[config.mk]
export PLATFORM = sky130hd
export DESIGN_NAME = adc_conversion_sequencer
export DESIGN_NICKNAME = d
export VERILOG_FILES = /design/src/hw/adc_seq_pkg.sv /design/src/hw/adc_conversion_sequencer.sv /design/src/hw/adc_edge_sync.sv /design/src/hw/adc_prescaler.sv
export VERILOG_INCLUDE_DIRS = /design/src /design/src/hw
export SDC_FILE = /design/constraint.sdc
export NUM_CORES = 1
export LEC_CHECK = 0
export ABC_CLOCK_PERIOD_IN_PS = 9600
export BUFFER_PORTS_ARGS = -buffer_cell sky130_fd_sc_hd__buf_2
export CAP_MARGIN = 15
export CORE_ASPECT_RATIO = 1.5
export CORE_MARGIN = 3
export CORE_UTILIZATION = 30
export DETAILED_ROUTE_END_ITERATION = 10
export SLEW_MARGIN = 0
export SYNTH_ARGS = -nofsm -noshare
export SYNTH_HDL_FRONTEND = slang
export SYNTH_SLANG_ARGS = --single-unit
export TNS_END_PERCENT = 50
[constraint.sdc]
create_clock -name SYS_CLK -period 9.6 [get_ports SYS_CLK]
set_input_delay 0.96 -clock SYS_CLK [delete_from_list [all_inputs] [get_ports SYS_CLK]]
set_output_delay 0.96 -clock SYS_CLK [all_outputs]
set_load 0.01 [all_outputs]
[src/hw/adc_seq_cfg.svh]
// Offsets, field positions, reset values and timing counts of the conversion sequencer.
// Included by the sequencer module and by the testbench; definitions only.
`ifndef ADC_SEQ_CFG_SVH
`define ADC_SEQ_CFG_SVH
`define OFS_CONTROL_A 8'h00
`define OFS_CTRLB 8'h04
`define OFS_CONTROL_C 8'h08
`define OFS_CTRLD 8'h0C
`define OFS_SAMPCTRL 8'h10
`define OFS_MUX 8'h14
`define OFS_COMMAND 8'h18
`define OFS_EVCTRL 8'h1C
`define OFS_IRQ_ENABLE 8'h20
`define OFS_IRQ_FLAG 8'h24
`define OFS_RESULT 8'h28
`define OFS_STATUS 8'h2C
`define BIT_ENABLE 0
`define BIT_CONT 1
`define BIT_RES8 2
`define LSB_REF 4
`define RST_REG 8'h00
`define CONV_CYCLES 6'h0D
`define SH_CYCLES 6'h02
`define FULL_SCALE 10'h3FF
`define RESP_OKAY 2'h0
`define RESP_SLVERR 2'h2
`endif

[src/hw/adc_seq_pkg.sv]
// Types shared by the conversion sequencer modules.
// Assumes the constants header sits beside it.
package adc_seq_pkg;
	typedef enum logic [1:0] {
		ST_IDLE = 2'b00,
		ST_WAIT = 2'b01,
		ST_RUN = 2'b10
	} seq_state_t;
	typedef struct packed {
		logic [4:0] input_channel_select;
		logic [1:0] reference_source_select;
	} sel_t;
	typedef struct packed {
		logic en;
		logic continuous_conversion_enable;
		logic resolution_select;
		logic [2:0] accumulation_count_select;
		logic [1:0] reference_source_select;
		logic [2:0] clock_divider_select;
		logic [3:0] sample_delay_count;
		logic [4:0] sample_length_count;
		logic [4:0] input_channel_select;
		logic start_event_input_enable;
		logic irq_en;
	} cfg_t;
endpackage : adc_seq_pkg

[src/hw/adc_conversion_sequencer.sv]
// Conversion sequencer for a 10-bit successive-approximation converter, AXI4-Lite slave.
// Assumes the analog core presents a settled result on ADC_DATA at the final converter cycle.
//
// Function
// - Writing start bit begins conversion; reads one while busy; single mode clears it.
// - Channel written mid-conversion takes effect only after the current conversion.
// - Finished single or accumulated operation sets result-ready; interrupt needs enables.
// - Result-ready flag is set at completion whether or not interrupt enabled.
// - Rising event edge with event input enabled sets start bit; single mode clears it on completion.
// - Free-running: software starts first; later ones follow at once, each sets flag.
// - Prescaler counter runs only while enabled and is zero when disabled.
// - Prescaler held reset when idle; start delay is half factor plus two cycles.
// - With zero sample delay and length, conversion takes 13 converter cycles; sample-and-hold at two cycles after start.
// - Result-ready clears on result read or on writing one to the flag.
// - Sampling lasts 2 plus sample delay plus sample length converter cycles.
// - Free-running period is 13 plus sample delay plus sample length cycles.
// - Channel and reference go through staging; active copy follows it while idle.
// - Active selection locked during conversion, follows again in final cycle.
// - Free-running channel change affects the conversion after next.
// - Input above reference yields full scale code 0x3FF.
// - Reference field picks supply, external reference pin or internal reference.
// - Ten-bit result sits right-adjusted in the result register.
// - Each new readable result emits a one-cycle result-ready event pulse.
// - Interrupt request stands while enabled flag is set, drops when cleared.
`timescale 1ns/1ps
`include "adc_seq_cfg.svh"
module adc_conversion_sequencer (
	input wire logic SYS_CLK,
	input wire logic RST,
	input wire logic [7:0] S_AXI_AWADDR,
	input wire logic S_AXI_AWVALID,
	output logic S_AXI_AWREADY,
	input wire logic [31:0] S_AXI_WDATA,
	input wire logic [3:0] S_AXI_WSTRB,
	input wire logic S_AXI_WVALID,
	output logic S_AXI_WREADY,
	output logic [1:0] S_AXI_BRESP,
	output logic S_AXI_BVALID,
	input wire logic S_AXI_BREADY,
	input wire logic [7:0] S_AXI_ARADDR,
	input wire logic S_AXI_ARVALID,
	output logic S_AXI_ARREADY,
	output logic [31:0] S_AXI_RDATA,
	output logic [1:0] S_AXI_RRESP,
	output logic S_AXI_RVALID,
	input wire logic S_AXI_RREADY,
	input wire logic EVENT_START,
	output logic EVENT_RESULT_READY,
	output logic IRQ,
	input wire logic [9:0] ADC_DATA,
	input wire logic ADC_OVERRANGE,
	output logic ADC_ENABLE,
	output logic ADC_SAMPLE,
	output adc_seq_pkg::sel_t ADC_SEL
);
	import adc_seq_pkg::*;

	cfg_t cfg_q, cfg_d;
	logic awh_q, awh_d, wh_q, wh_d, ws_q, ws_d, bv_q, bv_d, rv_q, rv_d;
	logic awr_q, awr_d, wr_q, wr_d, arr_q, arr_d;
	logic [7:0] awa_q, awa_d;
	logic [31:0] wd_q, wd_d, rd_q, rd_d, rd_val;
	logic [1:0] bresp_q, bresp_d, rresp_q, rresp_d;
	logic wr_fire, wr_hit, rd_take, rd_hit, wr_byte;
	seq_state_t st_q, st_d;
	logic start_q, start_d, flag_q, flag_d, evo_q, evo_d, irq_q, irq_d, smp_on_q, smp_on_d;
	logic [5:0] cnt_q, cnt_d, total, shlen;
	logic [6:0] nacc_q, nacc_d;
	logic [15:0] acc_q, acc_d, res_q, res_d, sum;
	logic [9:0] code, scaled;
	sel_t sel_q, sel_d, staged;
	logic tick, evt_rise, cmd_start, trig, flag_clr, last_cyc, locked, done, done_last;

	adc_prescaler u_clock_divider_select (
		.clk(SYS_CLK),
		.rst(RST),
		.run(start_q && cfg_q.en && st_q != ST_IDLE),
		.div_sel(cfg_q.clock_divider_select),
		.tick(tick)
	);
	adc_edge_sync u_evt (
		.clk(SYS_CLK),
		.rst(RST),
		.din(EVENT_START),
		.rise(evt_rise)
	);

	// Bus slave: one write and one read at a time, address and data taken in either order.
	assign wr_fire = awh_q && wh_q && !bv_q;
	assign wr_byte = wr_fire && ws_q;
	assign rd_take = S_AXI_ARVALID && arr_q;
	assign wr_hit = (awa_q[1:0] == 2'h0) && (awa_q <= `OFS_STATUS);
	always_comb begin
		rd_hit = (S_AXI_ARADDR[1:0] == 2'h0);
		rd_val = 32'h0000_0000;
		case (S_AXI_ARADDR)
			`OFS_CONTROL_A: rd_val[2:0] = {cfg_q.resolution_select,
				cfg_q.continuous_conversion_enable, cfg_q.en};
			`OFS_CTRLB: rd_val[2:0] = cfg_q.accumulation_count_select;
			`OFS_CONTROL_C: rd_val[6:0] = {1'b0, cfg_q.reference_source_select, 1'b0,
				cfg_q.clock_divider_select};
			`OFS_CTRLD: rd_val[3:0] = cfg_q.sample_delay_count;
			`OFS_SAMPCTRL: rd_val[4:0] = cfg_q.sample_length_count;
			`OFS_MUX: rd_val[4:0] = cfg_q.input_channel_select;
			`OFS_COMMAND: rd_val[0] = start_q;
			`OFS_EVCTRL: rd_val[0] = cfg_q.start_event_input_enable;
			`OFS_IRQ_ENABLE: rd_val[0] = cfg_q.irq_en;
			`OFS_IRQ_FLAG: rd_val[0] = flag_q;
			`OFS_RESULT: rd_val[15:0] = res_q;
			`OFS_STATUS: rd_val[9:0] = {st_q != ST_IDLE, sel_q, smp_on_q, start_q};
			default: rd_hit = 1'b0;
		endcase
	end
	always_comb begin
		awh_d = awh_q;
		awa_d = awa_q;
		wh_d = wh_q;
		wd_d = wd_q;
		ws_d = ws_q;
		bv_d = bv_q;
		bresp_d = bresp_q;
		rv_d = rv_q;
		rd_d = rd_q;
		rresp_d = rresp_q;
		if (S_AXI_AWVALID && awr_q) begin
			awh_d = 1'b1;
			awa_d = S_AXI_AWADDR;
		end
		if (S_AXI_WVALID && wr_q) begin
			wh_d = 1'b1;
			wd_d = S_AXI_WDATA;
			ws_d = S_AXI_WSTRB[0];
		end
		if (wr_fire) begin
			awh_d = 1'b0;
			wh_d = 1'b0;
			bv_d = 1'b1;
			bresp_d = wr_hit ? `RESP_OKAY : `RESP_SLVERR;
		end else if (bv_q && S_AXI_BREADY) begin
			bv_d = 1'b0;
		end
		if (rd_take) begin
			rv_d = 1'b1;
			rd_d = rd_val;
			rresp_d = rd_hit ? `RESP_OKAY : `RESP_SLVERR;
		end else if (rv_q && S_AXI_RREADY) begin
			rv_d = 1'b0;
		end
		awr_d = !awh_d && !bv_d;
		wr_d = !wh_d && !bv_d;
		arr_d = !rv_d;
	end
	always_ff @(posedge SYS_CLK or posedge RST) begin
		if (RST) begin
			awh_q <= 1'b0;
			awa_q <= 8'h00;
			wh_q <= 1'b0;
			wd_q <= 32'h0000_0000;
			ws_q <= 1'b0;
			bv_q <= 1'b0;
			bresp_q <= `RESP_OKAY;
			rv_q <= 1'b0;
			rd_q <= 32'h0000_0000;
			rresp_q <= `RESP_OKAY;
			awr_q <= 1'b0;
			wr_q <= 1'b0;
			arr_q <= 1'b0;
		end else begin
			awh_q <= awh_d;
			awa_q <= awa_d;
			wh_q <= wh_d;
			wd_q <= wd_d;
			ws_q <= ws_d;
			bv_q <= bv_d;
			bresp_q <= bresp_d;
			rv_q <= rv_d;
			rd_q <= rd_d;
			rresp_q <= rresp_d;
			awr_q <= awr_d;
			wr_q <= wr_d;
			arr_q <= arr_d;
		end
	end

	// Configuration registers; all fields sit in byte lane 0.
	always_comb begin
		cfg_d = cfg_q;
		if (wr_byte) begin
			case (awa_q)
				`OFS_CONTROL_A: begin
					cfg_d.en = wd_q[`BIT_ENABLE];
					cfg_d.continuous_conversion_enable = wd_q[`BIT_CONT];
					cfg_d.resolution_select = wd_q[`BIT_RES8];
				end
				`OFS_CTRLB: cfg_d.accumulation_count_select = wd_q[2:0];
				`OFS_CONTROL_C: begin
					cfg_d.reference_source_select = wd_q[`LSB_REF +: 2];
					cfg_d.clock_divider_select = wd_q[2:0];
				end
				`OFS_CTRLD: cfg_d.sample_delay_count = wd_q[3:0];
				`OFS_SAMPCTRL: cfg_d.sample_length_count = wd_q[4:0];
				`OFS_MUX: cfg_d.input_channel_select = wd_q[4:0];
				`OFS_EVCTRL: cfg_d.start_event_input_enable = wd_q[0];
				`OFS_IRQ_ENABLE: cfg_d.irq_en = wd_q[0];
				default: cfg_d = cfg_q;
			endcase
		end
	end
	always_ff @(posedge SYS_CLK or posedge RST) begin
		if (RST) begin
			cfg_q <= cfg_t'(27'(`RST_REG));
		end else begin
			cfg_q <= cfg_d;
		end
	end

	// Sequencer. Accumulated samples are summed; the flag marks the end of the whole burst.
	assign cmd_start = wr_byte && awa_q == `OFS_COMMAND && wd_q[0];
	assign trig = cfg_q.en && (cmd_start || (cfg_q.start_event_input_enable && evt_rise));
	assign flag_clr = (wr_byte && awa_q == `OFS_IRQ_FLAG && wd_q[0])
		|| (rd_take && S_AXI_ARADDR == `OFS_RESULT);
	assign total = `CONV_CYCLES + 6'(cfg_q.sample_delay_count) + 6'(cfg_q.sample_length_count);
	assign shlen = `SH_CYCLES + 6'(cfg_q.sample_delay_count) + 6'(cfg_q.sample_length_count);
	assign last_cyc = cnt_q == total - 6'h01;
	assign locked = st_q == ST_RUN && !last_cyc;
	assign done = st_q == ST_RUN && tick && last_cyc;
	assign done_last = done && nacc_q == 7'(7'h01 << cfg_q.accumulation_count_select) - 7'h01;
	assign code = ADC_OVERRANGE ? `FULL_SCALE : ADC_DATA;
	assign scaled = cfg_q.resolution_select ? {2'h0, code[9:2]} : code;
	assign sum = acc_q + 16'(scaled);
	assign staged = '{cfg_q.input_channel_select, cfg_q.reference_source_select};
	always_comb begin
		st_d = st_q;
		start_d = start_q;
		cnt_d = cnt_q;
		nacc_d = nacc_q;
		acc_d = acc_q;
		res_d = res_q;
		flag_d = flag_q;
		evo_d = 1'b0;
		case (st_q)
			ST_IDLE: begin
				if (trig) begin
					start_d = 1'b1;
					st_d = ST_WAIT;
				end
			end
			ST_WAIT: begin
				if (tick) begin
					st_d = ST_RUN;
					cnt_d = 6'h00;
				end
			end
			ST_RUN: begin
				if (done) begin
					cnt_d = 6'h00;
					if (done_last) begin
						res_d = sum;
						acc_d = 16'h0000;
						nacc_d = 7'h00;
						evo_d = 1'b1;
						if (!cfg_q.continuous_conversion_enable) begin
							start_d = 1'b0;
							st_d = ST_IDLE;
						end
					end else begin
						acc_d = sum;
						nacc_d = nacc_q + 7'h01;
					end
				end else if (tick) begin
					cnt_d = cnt_q + 6'h01;
				end
			end
			default: st_d = ST_IDLE;
		endcase
		if (!cfg_q.en) begin
			st_d = ST_IDLE;
			start_d = 1'b0;
			cnt_d = 6'h00;
			nacc_d = 7'h00;
			acc_d = 16'h0000;
		end
		if (flag_clr) begin
			flag_d = 1'b0;
		end
		if (done_last) begin
			flag_d = 1'b1;
		end
		sel_d = locked ? sel_q : staged;
		smp_on_d = st_d == ST_RUN && cnt_d < shlen;
		irq_d = flag_d && cfg_d.irq_en;
	end
	always_ff @(posedge SYS_CLK or posedge RST) begin
		if (RST) begin
			st_q <= ST_IDLE;
			start_q <= 1'b0;
			cnt_q <= 6'h00;
			nacc_q <= 7'h00;
			acc_q <= 16'h0000;
			res_q <= 16'h0000;
			flag_q <= 1'b0;
			evo_q <= 1'b0;
			irq_q <= 1'b0;
			smp_on_q <= 1'b0;
			sel_q <= sel_t'(7'h00);
		end else begin
			st_q <= st_d;
			start_q <= start_d;
			cnt_q <= cnt_d;
			nacc_q <= nacc_d;
			acc_q <= acc_d;
			res_q <= res_d;
			flag_q <= flag_d;
			evo_q <= evo_d;
			irq_q <= irq_d;
			smp_on_q <= smp_on_d;
			sel_q <= sel_d;
		end
	end

	assign S_AXI_AWREADY = awr_q;
	assign S_AXI_WREADY = wr_q;
	assign S_AXI_BVALID = bv_q;
	assign S_AXI_BRESP = bresp_q;
	assign S_AXI_ARREADY = arr_q;
	assign S_AXI_RVALID = rv_q;
	assign S_AXI_RDATA = rd_q;
	assign S_AXI_RRESP = rresp_q;
	assign EVENT_RESULT_READY = evo_q;
	assign IRQ = irq_q;
	assign ADC_ENABLE = cfg_q.en;
	assign ADC_SAMPLE = smp_on_q;
	assign ADC_SEL = sel_q;
endmodule : adc_conversion_sequencer

[src/hw/adc_edge_sync.sv]
// Two-flop synchroniser with rising-edge detection for the start event.
// Assumes the event input is asynchronous to clk.
`timescale 1ns/1ps
module adc_edge_sync (
	input wire logic clk,
	input wire logic rst,
	input wire logic din,
	output logic rise
);
	logic [2:0] sh_q, sh_d;
	logic rise_q, rise_d;
	always_comb begin
		sh_d = {sh_q[1:0], din};
		rise_d = sh_q[1] && !sh_q[2];
	end
	always_ff @(posedge clk or posedge rst) begin
		if (rst) begin
			sh_q <= 3'h0;
			rise_q <= 1'b0;
		end else begin
			sh_q <= sh_d;
			rise_q <= rise_d;
		end
	end
	assign rise = rise_q;
endmodule : adc_edge_sync

[src/hw/adc_prescaler.sv]
// Converter clock prescaler: one-cycle tick at each rising converter-clock edge.
// Assumes run is low whenever no conversion is under way or the converter is off.
`timescale 1ns/1ps
module adc_prescaler (
	input wire logic clk,
	input wire logic rst,
	input wire logic run,
	input wire logic [2:0] div_sel,
	output logic tick
);
	logic [7:0] cnt_q, cnt_d, half;
	logic tick_q, tick_d;
	// Division factor is 2 << div_sel; the rising edge falls half way through the count.
	assign half = 8'h01 << div_sel;
	always_comb begin
		cnt_d = run ? cnt_q + 8'h01 : 8'h00;
		if (cnt_d == (half << 1)) begin
			cnt_d = 8'h00;
		end
		tick_d = run && (cnt_q == half - 8'h01);
	end
	always_ff @(posedge clk or posedge rst) begin
		if (rst) begin
			cnt_q <= 8'h00;
			tick_q <= 1'b0;
		end else begin
			cnt_q <= cnt_d;
			tick_q <= tick_d;
		end
	end
	assign tick = tick_q;
endmodule : adc_prescaler

==> summary.txt, run 1 <==
Clock tree
  – TritonCTS buffer count: 17
  – Clk slew on worst S/H paths: around 0.07 ns
  – Worst-skew pair later-pin latency: 0.43 ns
  – CTS Buffer Depth: 2
  – Post_cts resized: 0
  – # H-tree levels: 4
  – Clk root buf: clkbuf_16
  – Clk sinks: 139
  – Hold-fix buffers at CTS: 0
  – CTS tree: built
  – Setup bufs post-CTS: 0

Yosys
  – Mapped cell area: between 7000 and 8000 um^2
  – Sequential fraction of the synthesis area: 0.4392
  – Yosys warning count: 0
  – Post-synth EDFFs: 0
  – Synth async-reset ratio: 1.000
  – Synth area leaders: dfrtp_1 44%, mux2_2 7.1%, ha_1 6.2%, nand2_1 3.9%, o21ai_0 3.3%
  – Yosys cell types: between 60 and 70
  – Top cell type's share of synthesized area: 0.4392
  – Mean Syn Cell Area: 9.886 um^2
  – FF+latch count, synth: around 140
  – Top_reg_cell synth: dfrtp_1
  – Post-Synthesis Cells: between 800 and 900
  – Synth area leader: dfrtp_1

Drt
  – DR vias/cell: slightly above 5
  – Total Wirelength: between 15 and 20 mm
  – 1st-pass router iterations: 5
  – # DRC: 0
  – Drt first-iter violations: ~360
  – WL per Instance: 16.26 um
  – Via count: about 6200
  – ANT nets after route: 0

Placed design
  – Final HPWL DP: approximately 15 mm
  – Routability congestion estimate: between 0.8 and 0.9
  – PortBufs: 75

STA
  – Min Clock Period, post-route: 4.519 ns
  – Worst Tran Pin Value: 1.072 ns
  – Final Hold Fails: 0
  – RSZ-0062 raised after global routing: false
  – Fmax: about 0.22 GHz
  – Worst rel slew slack: 0.2838
  – Setup-failing EPs final: 0
  – Hold WS: about 0.35 ns
  – Max-slew violations: 0
  – TNS Setup: 0 ns
  – Clock skew: approximately 0.013 ns
  – Final Cycle Share: 0.4707

Critical path
  – Worst Path Arrival: roughly 4.9 ns
  – Critical path class: reg2reg
  – FF-to-FF Start: cfg_q[13]
  – Setup crit start: cfg_q[13]
  – R2R cell count: 18
  – CP max FO: 7
  – Slowest CP cell: dfrtp_1
  – CP required: 9.94 ns
  – Worst-path cell chain: inv_1 -> ha_1 -> ha_1 -> inv_1 -> fa_1 -> nand3b_1 -> and3_1 -> nor4b_2 -> nand3_1 -> and3_1 -> a22oi_1 -> nor2_1 -> ha_1 -> a21o_1 -> a21o_1 -> a221oi_1 -> o21ai_0 -> nor3_1
  – CP max stage delay: between 0.4 and 0.5 ns
  – Most used cell, CP: ha_1
  – Worst Setup Start Kind: register
  – Crit end category: register

Global routing
  – Number of global-route vias before repair: ~6100
  – Grt ovf: 0
  – First-pass GRT wire length: between 30 and 40 mm
  – Total track usage: 0.1388
  – Antenna violations before repair: 0
  – Largest net degree at the start of global routing: 74

Final layout
  – Fillers: between 2000 and 3000
  – Diodes inserted: 0
  – Post-layout nets: about 980
  – Layout area overhead: 15.50%
  – Layout cells sized above 1: 0.1980

Floorplanning
  – Starting Density: 0.3063
  – Ports: 123
  – Core area: approximately 26000 um^2
  – Die Wd: approximately 140 um
  – Row cnt: roughly 70
  – Chip height: 205.0 um
  – Die Area: 28420 um^2

Worst hold path
  – Hold Startpoint: u_evt.sh_q[0]
  – Hold path depth: 0
  – HP Class: reg2reg

Status
  – Status: finished, final reports clean

Power and ir drop
  – Maximum vdd drop: 0.09565 mV
  – Pwr dens: around 180 nW/um^2
  – Lkg Pwr: roughly 4.3 nW

Run
  – Max cap viols: 0
## worst max-delay path, delay by kind of cell (launching register included)
family          cells  cell delay (ns)
fa+ha+maj           4             1.17
compound gates      5             1.00
simple gates        7             1.72
flops               1             0.41
buf+inv             2             0.12
## cell type report
| cell class | count | area, um^2 | share of cell area |
|---|---|---|---|
| Tap cell | 333 | 416.7 | 0.04555 |
| Clock inverter | 14 | 155.1 | 0.01696 |
| Timing Repair Buffer | 78 | 397.9 | 0.04350 |
| Multi-Input combinational cell | 589 | 4100 | 0.4483 |
| Inverter | 41 | 158.9 | 0.01737 |
| Clock buffer | 18 | 439.2 | 0.04802 |
| Sequential cell | 139 | 3478 | 0.3803 |
## synth_stat cells (4+ instances only)
cell / instances
a31oi_1: 7
clkbuf_1: 22
nand2b_1: 8
nand2_1: 82
nor3b_1: 10
a22o_1: 8
or3_1: 6
mux2i_1: 10
ha_1: 39
o31ai_1: 8
buf_4: 18
o211ai_1: 5
and3_1: 8
buf_2: 4
nand3_1: 20
xnor2_1: 22
dfrtp_1: 139
buf_1: 4
a22oi_1: 8
o21ai_1: 6
o21ai_0: 53
xor2_1: 16
mux2_2: 50
a211o_1: 9
a21oi_1: 35
a21o_1: 12
nor4_1: 4
inv_1: 41
nor2b_1: 18
a221oi_1: 4
nor2_1: 50
nand4_1: 8
nor3_1: 13
## flip-flops by register name, summed over array words and instances (netlist names), 2 cells and up
signal	flops
u_clock_divider_select.cnt_q	8
ADC_SEL	7
cfg_q	26
st_q	2
S_AXI_RDATA	16
cnt_q	6
acc_q	16
u_evt.sh_q	3
nacc_q	7
awa_q	8
res_q	16
wd_q	6
## cells in the final DEF (no fill, tap or decap), types with 5 or more instances in the layout
cell type,instances
and3_1,8
buf_2,75
inv_1,40
nor3b_1,10
nand2b_1,8
or3_1,6
nand3_1,20
a31oi_1,7
nor2_1,50
mux2i_1,10
xnor2_1,22
a22o_1,8
xor2_1,16
a22oi_1,8
mux2_2,50
nand4_1,8
o31ai_1,8
conb_1,18
o211ai_1,5
a211o_1,9
dfrtp_1,139
a21o_1,12
o21ai_0,53
clkbuf_16,17
o21ai_1,6
ha_1,39
nor3_1,13
nor2b_1,18
a21oi_1,35
inv_6,5
nand2_1,82
## power breakdown
group	switching (mW)	internal, mW
Clock	0.288	0.375
Sequential	0.0821	0.651
Combinational	0.148	0.131
Total	0.518	1.16
## worst paths after layout
kind	end	slack, ns
setup reg to reg	ADC_SAMPLE	5.08
hold / removal	u_evt.sh_q[1]	0.35
hold reg to reg	u_evt.sh_q[1]	0.35
setup / recovery	ADC_SAMPLE	5.08
min in group asynchronous	wd_q[5]	0.64
max in group asynchronous	EVENT_RESULT_READY	7.63
## cell families after synthesis
logic type      synth area share
simple gates              0.1575
compound gates            0.1473
flops                     0.4392
buf+inv                  0.05198
mux                      0.09227
fa+ha+maj                0.06921
xor+xnor                 0.04203
other cells            0.0004736
## routing by layer
metal,vias to the layer above,part of all wire,wire length (um),global-route usage
met1,3055,0.41,8101,0.1605
met2,144,0.51,10140,0.2470
met5,-,0,0,0
met3,40,0.033,651,0.02289
met4,0,0.042,819,0.07168
li1,2949,-,-,-
## per-stage QoR
stage / util / power [mW] / cells / cell area [um^2] / worst slack [ns]
2_1_floorplan: - / 0.9332 / 818 / 7983 / 4.915
3_3_place_gp: 0.3308 / 1.020 / 1180 / 8552 / 5.167
3_5_place_dp: 0.3308 / 1.026 / 1180 / 8552 / 5.097
4_1_cts: 0.3538 / 1.697 / 1212 / 9146 / 5.126
5_1_grt: 0.3538 / 1.753 / 1212 / 9146 / 4.757
6_report: 0.3538 / 1.675 / 1212 / 9146 / 5.081
No activity file was read; power rests on OpenSTA's default activity.
==> run 2: changes to the inputs <==
--- a/config.mk
+++ b/config.mk
@@ -6,7 +6,7 @@
 export SDC_FILE = /design/constraint.sdc
 export NUM_CORES = 1
 export LEC_CHECK = 0
-export ABC_CLOCK_PERIOD_IN_PS = 9600
+export ABC_CLOCK_PERIOD_IN_PS = 3800
 export BUFFER_PORTS_ARGS = -buffer_cell sky130_fd_sc_hd__buf_2
 export CAP_MARGIN = 15
 export CORE_ASPECT_RATIO = 1.5
==> constraint.sdc (replaced) <==
create_clock -name SYS_CLK -period 3.8 [get_ports SYS_CLK]
set_input_delay 0.38 -clock SYS_CLK [delete_from_list [all_inputs] [get_ports SYS_CLK]]
set_output_delay 0.38 -clock SYS_CLK [all_outputs]
set_load 0.01 [all_outputs]
==> run 2 against run 1 <==
Clock skew is 0.0012 ns lower; setup slack lost 5.0 ns; total power grew to 2.6 times the previous value; cell count increased by 2.1%; fmax grew 22%; sequential power rose to 2.5 times the previous value; critical path type unchanged; critical endpoint unchanged; largest cell class unchanged; largest power group unchanged.
==> summary.txt, run 2 (synthesis results as in run 1) <==
Global routing
  – First-pass GRT wire length: 32.22 mm (+1.5%)
  – Antenna violations before repair: 1 (+1)
  – Total track usage: 0.1424 (+0.003536)
  – Largest net degree at the start of global routing: 119 (+61%)
  – Number of global-route vias before repair: 6116 (-0.41%)
  – Grt ovf: 0 (unchanged)

Critical path
  – CP max FO: 3 (-4)
  – R2R cell count: 18 (unchanged)
  – FF-to-FF Start: cfg_q[13]
  – Worst Path Arrival: 4.05 ns (-0.81 ns)
  – Crit end category: register
  – CP required: 4.15 ns (-5.79 ns)
  – FF-to-FF End: ADC_SAMPLE
  – Worst Setup Start Kind: register
  – Critical path class: reg2reg
  – Slack of the worst reg-to-reg path: 0.10 ns (-4.98 ns)

Power and ir drop
  – Pwr dens: 459.7 nW/um^2 (+150%)
  – Lkg Pwr: 4.438 nW (+3.0%)
  – Tot Pwr: 4.318 mW (+160%)
  – Maximum vdd drop: 0.2396 mV (+150%)
  – Sw Share: 0.3021 (-0.007381)
  – Switch Pwr: 1.304 mW (+150%)
  – Combinational Power Share: 0.179 (+0.012)
  – Clock power frac: 0.393 (-0.003)
  – Int Pwr: 3.013 mW (+160%)
  – Seq pwr share: 0.428 (-0.009)

Final layout
  – Commonest non-fill, non-tap cell in the layout: dfrtp_1
  – Non-filler cells in the finished layout: 1237 (+2.1%)
  – Reg with most FFs: cfg_q
  – Cell area after layout: 9393 um^2 (+2.7%)
  – Layout area overhead: 18.61%
  – Most frequent cells in the layout: 139 x dfrtp_1, 82 x nand2_1, 75 x buf_2, 52 x o21ai_0
  – Number of flip-flops in the largest register: 26 (unchanged)
  – Final core occ: 0.3633 (+0.009534)
  – Layout cells sized above 1: 0.2270 (+0.02907)
  – Post-layout nets: 1003 (+2.5%)

Status
  – Status: finished, final reports clean

Floorplanning
  – Row cnt: 72 (unchanged)
  – Chip height: 205.0 um (unchanged)
  – Die Wd: 138.7 um (unchanged)
  – Core area: 25850 um^2 (unchanged)
  – Starting Density: 0.3063 (unchanged)
  – Ports: 123 (unchanged)
  – Die Area: 28420 um^2 (unchanged)

STA
  – Final Cycle Share: 0.9736 (+0.5028)
  – RSZ-0062 raised after global routing: true
  – Max-slew violations: 0 (unchanged)
  – TNS Setup: 0 ns (unchanged)
  – Setup-failing EPs final: 0 (unchanged)
  – Clock skew: 0.01140 ns (-0.001196 ns)
  – Final Hold Fails: 0 (unchanged)
  – Min Clock Period, post-route: 3.700 ns (-0.8193 ns)
  – Worst rel slew slack: 0.4002 (+0.1164)
  – Fmax: 0.2703 GHz (+22%)
  – Worst Tran Pin Value: 0.8873 ns (-0.1844 ns)

Worst hold path
  – HP Class: in2reg
  – Hold Path End: u_evt.sh_q[0]
  – Hold Startpoint: EVENT_START
  – Hold path depth: 1 (+1)

Drt
  – DR vias/cell: 5.016 (-1.8%)
  – WL per Instance: 16.33 um (+0.40%)
  – Drt first-iter violations: 358 (+0.56%)
  – ANT nets after route: 0 (unchanged)
  – Total Wirelength: 20.20 mm (+2.5%)
  – 1st-pass router iterations: 5 (unchanged)
  – # DRC: 0 (unchanged)
  – Via count: 6205 (+0.27%)

Clock tree
  – TritonCTS buffer count: 17 (unchanged)
  – Clk sinks: 139 (unchanged)
  – Clk slew on worst S/H paths: 0.06 ns (about the same)
  – Worst-skew pair later-pin latency: 0.43 ns (about the same)
  – CTS Buffer Depth: 2 (unchanged)
  – CTS tree: built
  – # H-tree levels: 4 (unchanged)
  – Clk root buf: clkbuf_16

Run
  – Max cap viols: 0 (unchanged)

Placed design
  – Routability congestion estimate: 0.7994 (-7.3%)
  – Placed insts: 1199 (+1.6%)
  – Post-DP Area: 8698 um^2 (+1.7%)
  – Final HPWL DP: 15.06 mm (+2.3%)
  – PortBufs: 75 (unchanged)
run 2: power by group through the flow:
stage / Combinational (mW) / Sequential (mW) / Clock [mW]
global placement: 0.740 / 1.87 / 0
global route: 0.860 / 1.88 / 1.80
finish: 0.773 / 1.85 / 1.70
detailed placement: 0.753 / 1.88 / 0
floorplan: 0.562 / 1.80 / 0
CTS: 0.767 / 1.85 / 1.73
run 2: through the flow:
stage                     setup slack [ns]  hold WS (ns)
after CTS                         0.001093       0.04034
after global placement            -0.05156        0.3512
after floorplan                   -0.05154        0.3312
final                               0.1005       0.05490
after global routing               -0.1172       0.05117
after detailed placement           -0.1273        0.3503
run 2: worst max-delay path, stage by stage, from the launching register on:
cell,delay [ns]
dfrtp_1,0.36
inv_2,0.05
ha_4,0.28
ha_4,0.12
inv_1,0.05
fa_2,0.33
nand3b_1,0.18
and3_4,0.19
nor4b_4,0.30
nand3_2,0.13
a31o_2,0.26
a22oi_1,0.18
nor2_1,0.09
ha_1,0.30
a21o_1,0.16
a21o_1,0.18
a221oi_2,0.21
o21ai_1,0.10
nor3_1,0.13
run 2: area by class of cell:
cell class,count,area (um^2)
diodes,1,2.502
clock buffers,18,439.2
clock inverters,14,157.7
fillers,2574,16460
inverters,41,157.7
multi-input cells,589,4148
flip-flops and latches,139,3478
well taps,333,416.7
repair buffers,102,593.1
run 2: timing repair:
| action | in CTS | in global routing |
|---|---|---|
| buffers inserted | 2 | 2 |
| pin swaps | 5 | 3 |
| setup endpoints to repair | 1 | 1 |
| hold endpoints to repair | 21 | 0 |
| gates cloned | 0 | 0 |
| resized for setup | 4 | 8 |
| hold buffers | 1 | 0 |
run 2: metal layers:
metal | global-route usage | vias to the layer above | wire length (um)
li1 | - | 2998 | -
met1 | 0.1676 | 3040 | 8277
met2 | 0.2544 | 128 | 10610
met3 | 0.02312 | 37 | 710
met4 | 0.06503 | 2 | 594
met5 | 0 | - | 8
run 2: worst max path at each step:
stage / start / end / cells after the start
2_1_floorplan: cfg_q[8] / ADC_SAMPLE / 19
3_3_place_gp: cfg_q[8] / ADC_SAMPLE / 18
3_5_place_dp: cfg_q[13] / ADC_SAMPLE / 18
4_1_cts: cfg_q[8] / ADC_SAMPLE / 17
5_1_grt: cfg_q[13] / ADC_SAMPLE / 18
6_report: cfg_q[13] / ADC_SAMPLE / 18
==> run 3: changes to the inputs <==
--- a/config.mk
+++ b/config.mk
@@ -13,7 +13,7 @@
 export CORE_MARGIN = 3
 export CORE_UTILIZATION = 30
 export DETAILED_ROUTE_END_ITERATION = 10
-export SLEW_MARGIN = 0
+export PLACE_DENSITY_LB_ADDON = 0.25
 export SYNTH_ARGS = -nofsm -noshare
 export SYNTH_HDL_FRONTEND = slang
 export SYNTH_SLANG_ARGS = --single-unit
==> run 3 against run 2 <==
Combinational power is 2% lower; first-iteration DRC count shrank 4.5%; setup slack lost 0.012 ns; critical path type unchanged; largest cell class unchanged; largest power group unchanged.
==> summary.txt, run 3 (synthesis results as in run 1) <==
Placed design
  – Final HPWL DP: 15.64 mm (+3.9%)
  – PortBufs: 75 (unchanged)
  – Post-DP Area: 8713 um^2 (+0.17%)
  – Routability congestion estimate: 0.8256 (+3.3%)
  – Place WS: -0.09015 ns (+0.03717 ns)

Drt
  – ANT nets after route: 0 (unchanged)
  – Drt first-iter violations: 342 (-4.5%)
  – DR vias/cell: 5.006 (-0.21%)
  – 1st-pass router iterations: 7 (+2)
  – WL per Instance: 16.95 um (+3.8%)
  – Via count: 6187 (-0.29%)
  – # DRC: 0 (unchanged)
  – Total Wirelength: 20.95 mm (+3.7%)

Final layout
  – Post-layout nets: 1003 (unchanged)
  – Reg with most FFs: cfg_q
  – Most frequent cells in the layout: 139 x dfrtp_1, 82 x nand2_1, 75 x buf_2, 52 x o21ai_0, 50 x mux2_2
  – Layout cells sized above 1: 0.2326 (+0.005537)
  – Diodes inserted: 0 (-1)
  – Layout area overhead: 18.66% (about the same)
  – Final core occ: 0.3634 (about the same)
  – Number of flip-flops in the largest register: 26 (unchanged)
  – Cell area after layout: 9397 um^2 (about the same)
  – Commonest non-fill, non-tap cell in the layout: dfrtp_1
  – Fillers: 2613 (+1.5%)

Floorplanning
  – Row cnt: 72 (unchanged)
  – Chip height: 205.0 um (unchanged)
  – Core area: 25850 um^2 (unchanged)
  – Ports: 123 (unchanged)
  – Die Area: 28420 um^2 (unchanged)
  – Die Wd: 138.7 um (unchanged)
  – Starting Density: 0.3063 (unchanged)

STA
  – Max-slew violations: 0 (unchanged)
  – Setup WS post-layout: 0.08885 ns (-0.01162 ns)
  – RSZ-0062 raised after global routing: true
  – Fmax: 0.2695 GHz (-0.31%)
  – Final Hold Fails: 0 (unchanged)
  – Worst rel slew slack: 0.4648 (+0.06464)
  – TNS Setup: 0 ns (unchanged)
  – Setup-failing EPs final: 0 (unchanged)
  – Worst Tran Pin Value: 0.8028 ns (-0.08446 ns)
  – Final Cycle Share: 0.9766 (+0.003059)
  – Clock skew: 0.01230 ns (+0.0008979 ns)
  – Min Clock Period, post-route: 3.711 ns (+0.01162 ns)

Global routing
  – First-pass GRT wire length: 33.95 mm (+5.4%)
  – Number of global-route vias before repair: 6274 (+2.6%)
  – Grt ovf: 0 (unchanged)
  – Total track usage: 0.1504 (+0.008064)
  – Largest net degree at the start of global routing: 140 (+18%)
  – Antenna violations before repair: 0 (-1)

Run
  – Max cap viols: 0 (unchanged)

Critical path
  – Worst-path cell chain: inv_2 -> ha_4 -> ha_4 -> inv_2 -> fa_2 -> nand3b_1 -> and3_4 -> nor4b_4 -> nand3_2 -> a31o_2 -> a22oi_2 -> nor2_2 -> ha_1 -> a21o_1 -> a21o_1 -> a221oi_2 -> o21ai_1 -> nor3_1
  – CP delay by family, top: compound AO/OA/AOI/OAI gates
  – CP required: 4.14 ns (about the same)
  – Critical path class: reg2reg
  – Crit end category: register
  – CP max stage delay: 0.37 ns (about the same)
  – CP max FO: 3 (unchanged)
  – Slowest CP cell: dfrtp_1
  – WP buf/inv: 2 (unchanged)
  – Worst Setup Start Kind: register
  – Worst Path Arrival: 4.05 ns (about the same)

Power and ir drop
  – Maximum vdd drop: 0.2923 mV (+22%)
  – Lkg Pwr: 4.435 nW (about the same)
  – Pwr dens: 455.4 nW/um^2 (-0.94%)

Clock tree
  – CTS tree: built
  – Worst-skew pair later-pin latency: 0.43 ns (about the same)
  – Clk slew on worst S/H paths: 0.06 ns (about the same)
  – TritonCTS buffer count: 17 (unchanged)
  – CTS Buffer Depth: 2 (unchanged)
  – # H-tree levels: 4 (unchanged)
  – Clk sinks: 139 (unchanged)
  – Clk root buf: clkbuf_16
  – Hold-fix buffers at CTS: 0 (-1)

Worst hold path
  – HP Class: in2reg

Status
  – Status: finished, final reports clean
## run 3: timing repair
action                                  CTS  global route
pin swaps                                 5            12
endpoints found under the setup margin    1             1
buffers inserted                          1             2
resized for setup                         4            13
hold endpoints to repair                  0             0
cloned                                    0             0
## run 3: worst register-to-register path, cell delays in order (launching register included)
cell and delay, ns:
dfrtp_1 0.37, inv_2 0.05, ha_4 0.27, ha_4 0.13, inv_2 0.03, fa_2 0.32, nand3b_1 0.20, and3_4 0.20
nor4b_4 0.29, nand3_2 0.15, a31o_2 0.28, a22oi_2 0.17, nor2_2 0.07, ha_1 0.32, a21o_1 0.17, a21o_1 0.16
a221oi_2 0.22, o21ai_1 0.10, nor3_1 0.14
## run 3: power breakdown
group | switching, mW | internal [mW] | total [mW] | leakage, nW
clock | 0.715 | 0.954 | 1.67 | 0.281
sequential | 0.206 | 1.64 | 1.85 | 1.79
combinational | 0.392 | 0.368 | 0.760 | 2.37
## run 3: final cells by class
type,count,area (um^2),share of cell area
Multi-Input combinational cell,589,4170,0.4438
Tap cell,333,416.7,0.04434
Timing Repair Buffer,102,590.6,0.06285
Inverter,41,157.7,0.01678
Clock inverter,12,126.4,0.01345
Clock buffer,20,456.7,0.04860
Sequential cell,139,3478,0.3702
## run 3: through the flow
stage | power (mW) | std cells | hold WS, ns
final | 4.279 | 1236 | 0.08129
after global routing | 4.511 | 1236 | 0.05518
after CTS | 4.317 | 1234 | 0.06659
after detailed placement | 2.627 | 1201 | 0.3355
after global placement | 2.615 | 1201 | 0.3377
after floorplan | 2.358 | 818 | 0.3312
## run 3: final timing paths
check	from	endpoint	slack, ns	cells after the start
max	cfg_q[13]	ADC_SAMPLE	0.09	18
min	EVENT_START	u_evt.sh_q[0]	0.08	1
max reg2reg	cfg_q[13]	ADC_SAMPLE	0.09	18
min reg2reg	u_evt.sh_q[0]	u_evt.sh_q[1]	0.35	0
max in group asynchronous	RST	awa_q[2]	3.04	3
min in group asynchronous	RST	ADC_SAMPLE	0.17	3
## run 3: routing by layer
| layer | global-route usage | wire length [um] | vias up |
|---|---|---|---|
| met5 | 0 | 0 | - |
| met4 | 0.05070 | 476 | 0 |
| met3 | 0.02475 | 692 | 30 |
| met2 | 0.2772 | 11180 | 126 |
| met1 | 0.1772 | 8596 | 3038 |
| li1 | - | - | 2993 |
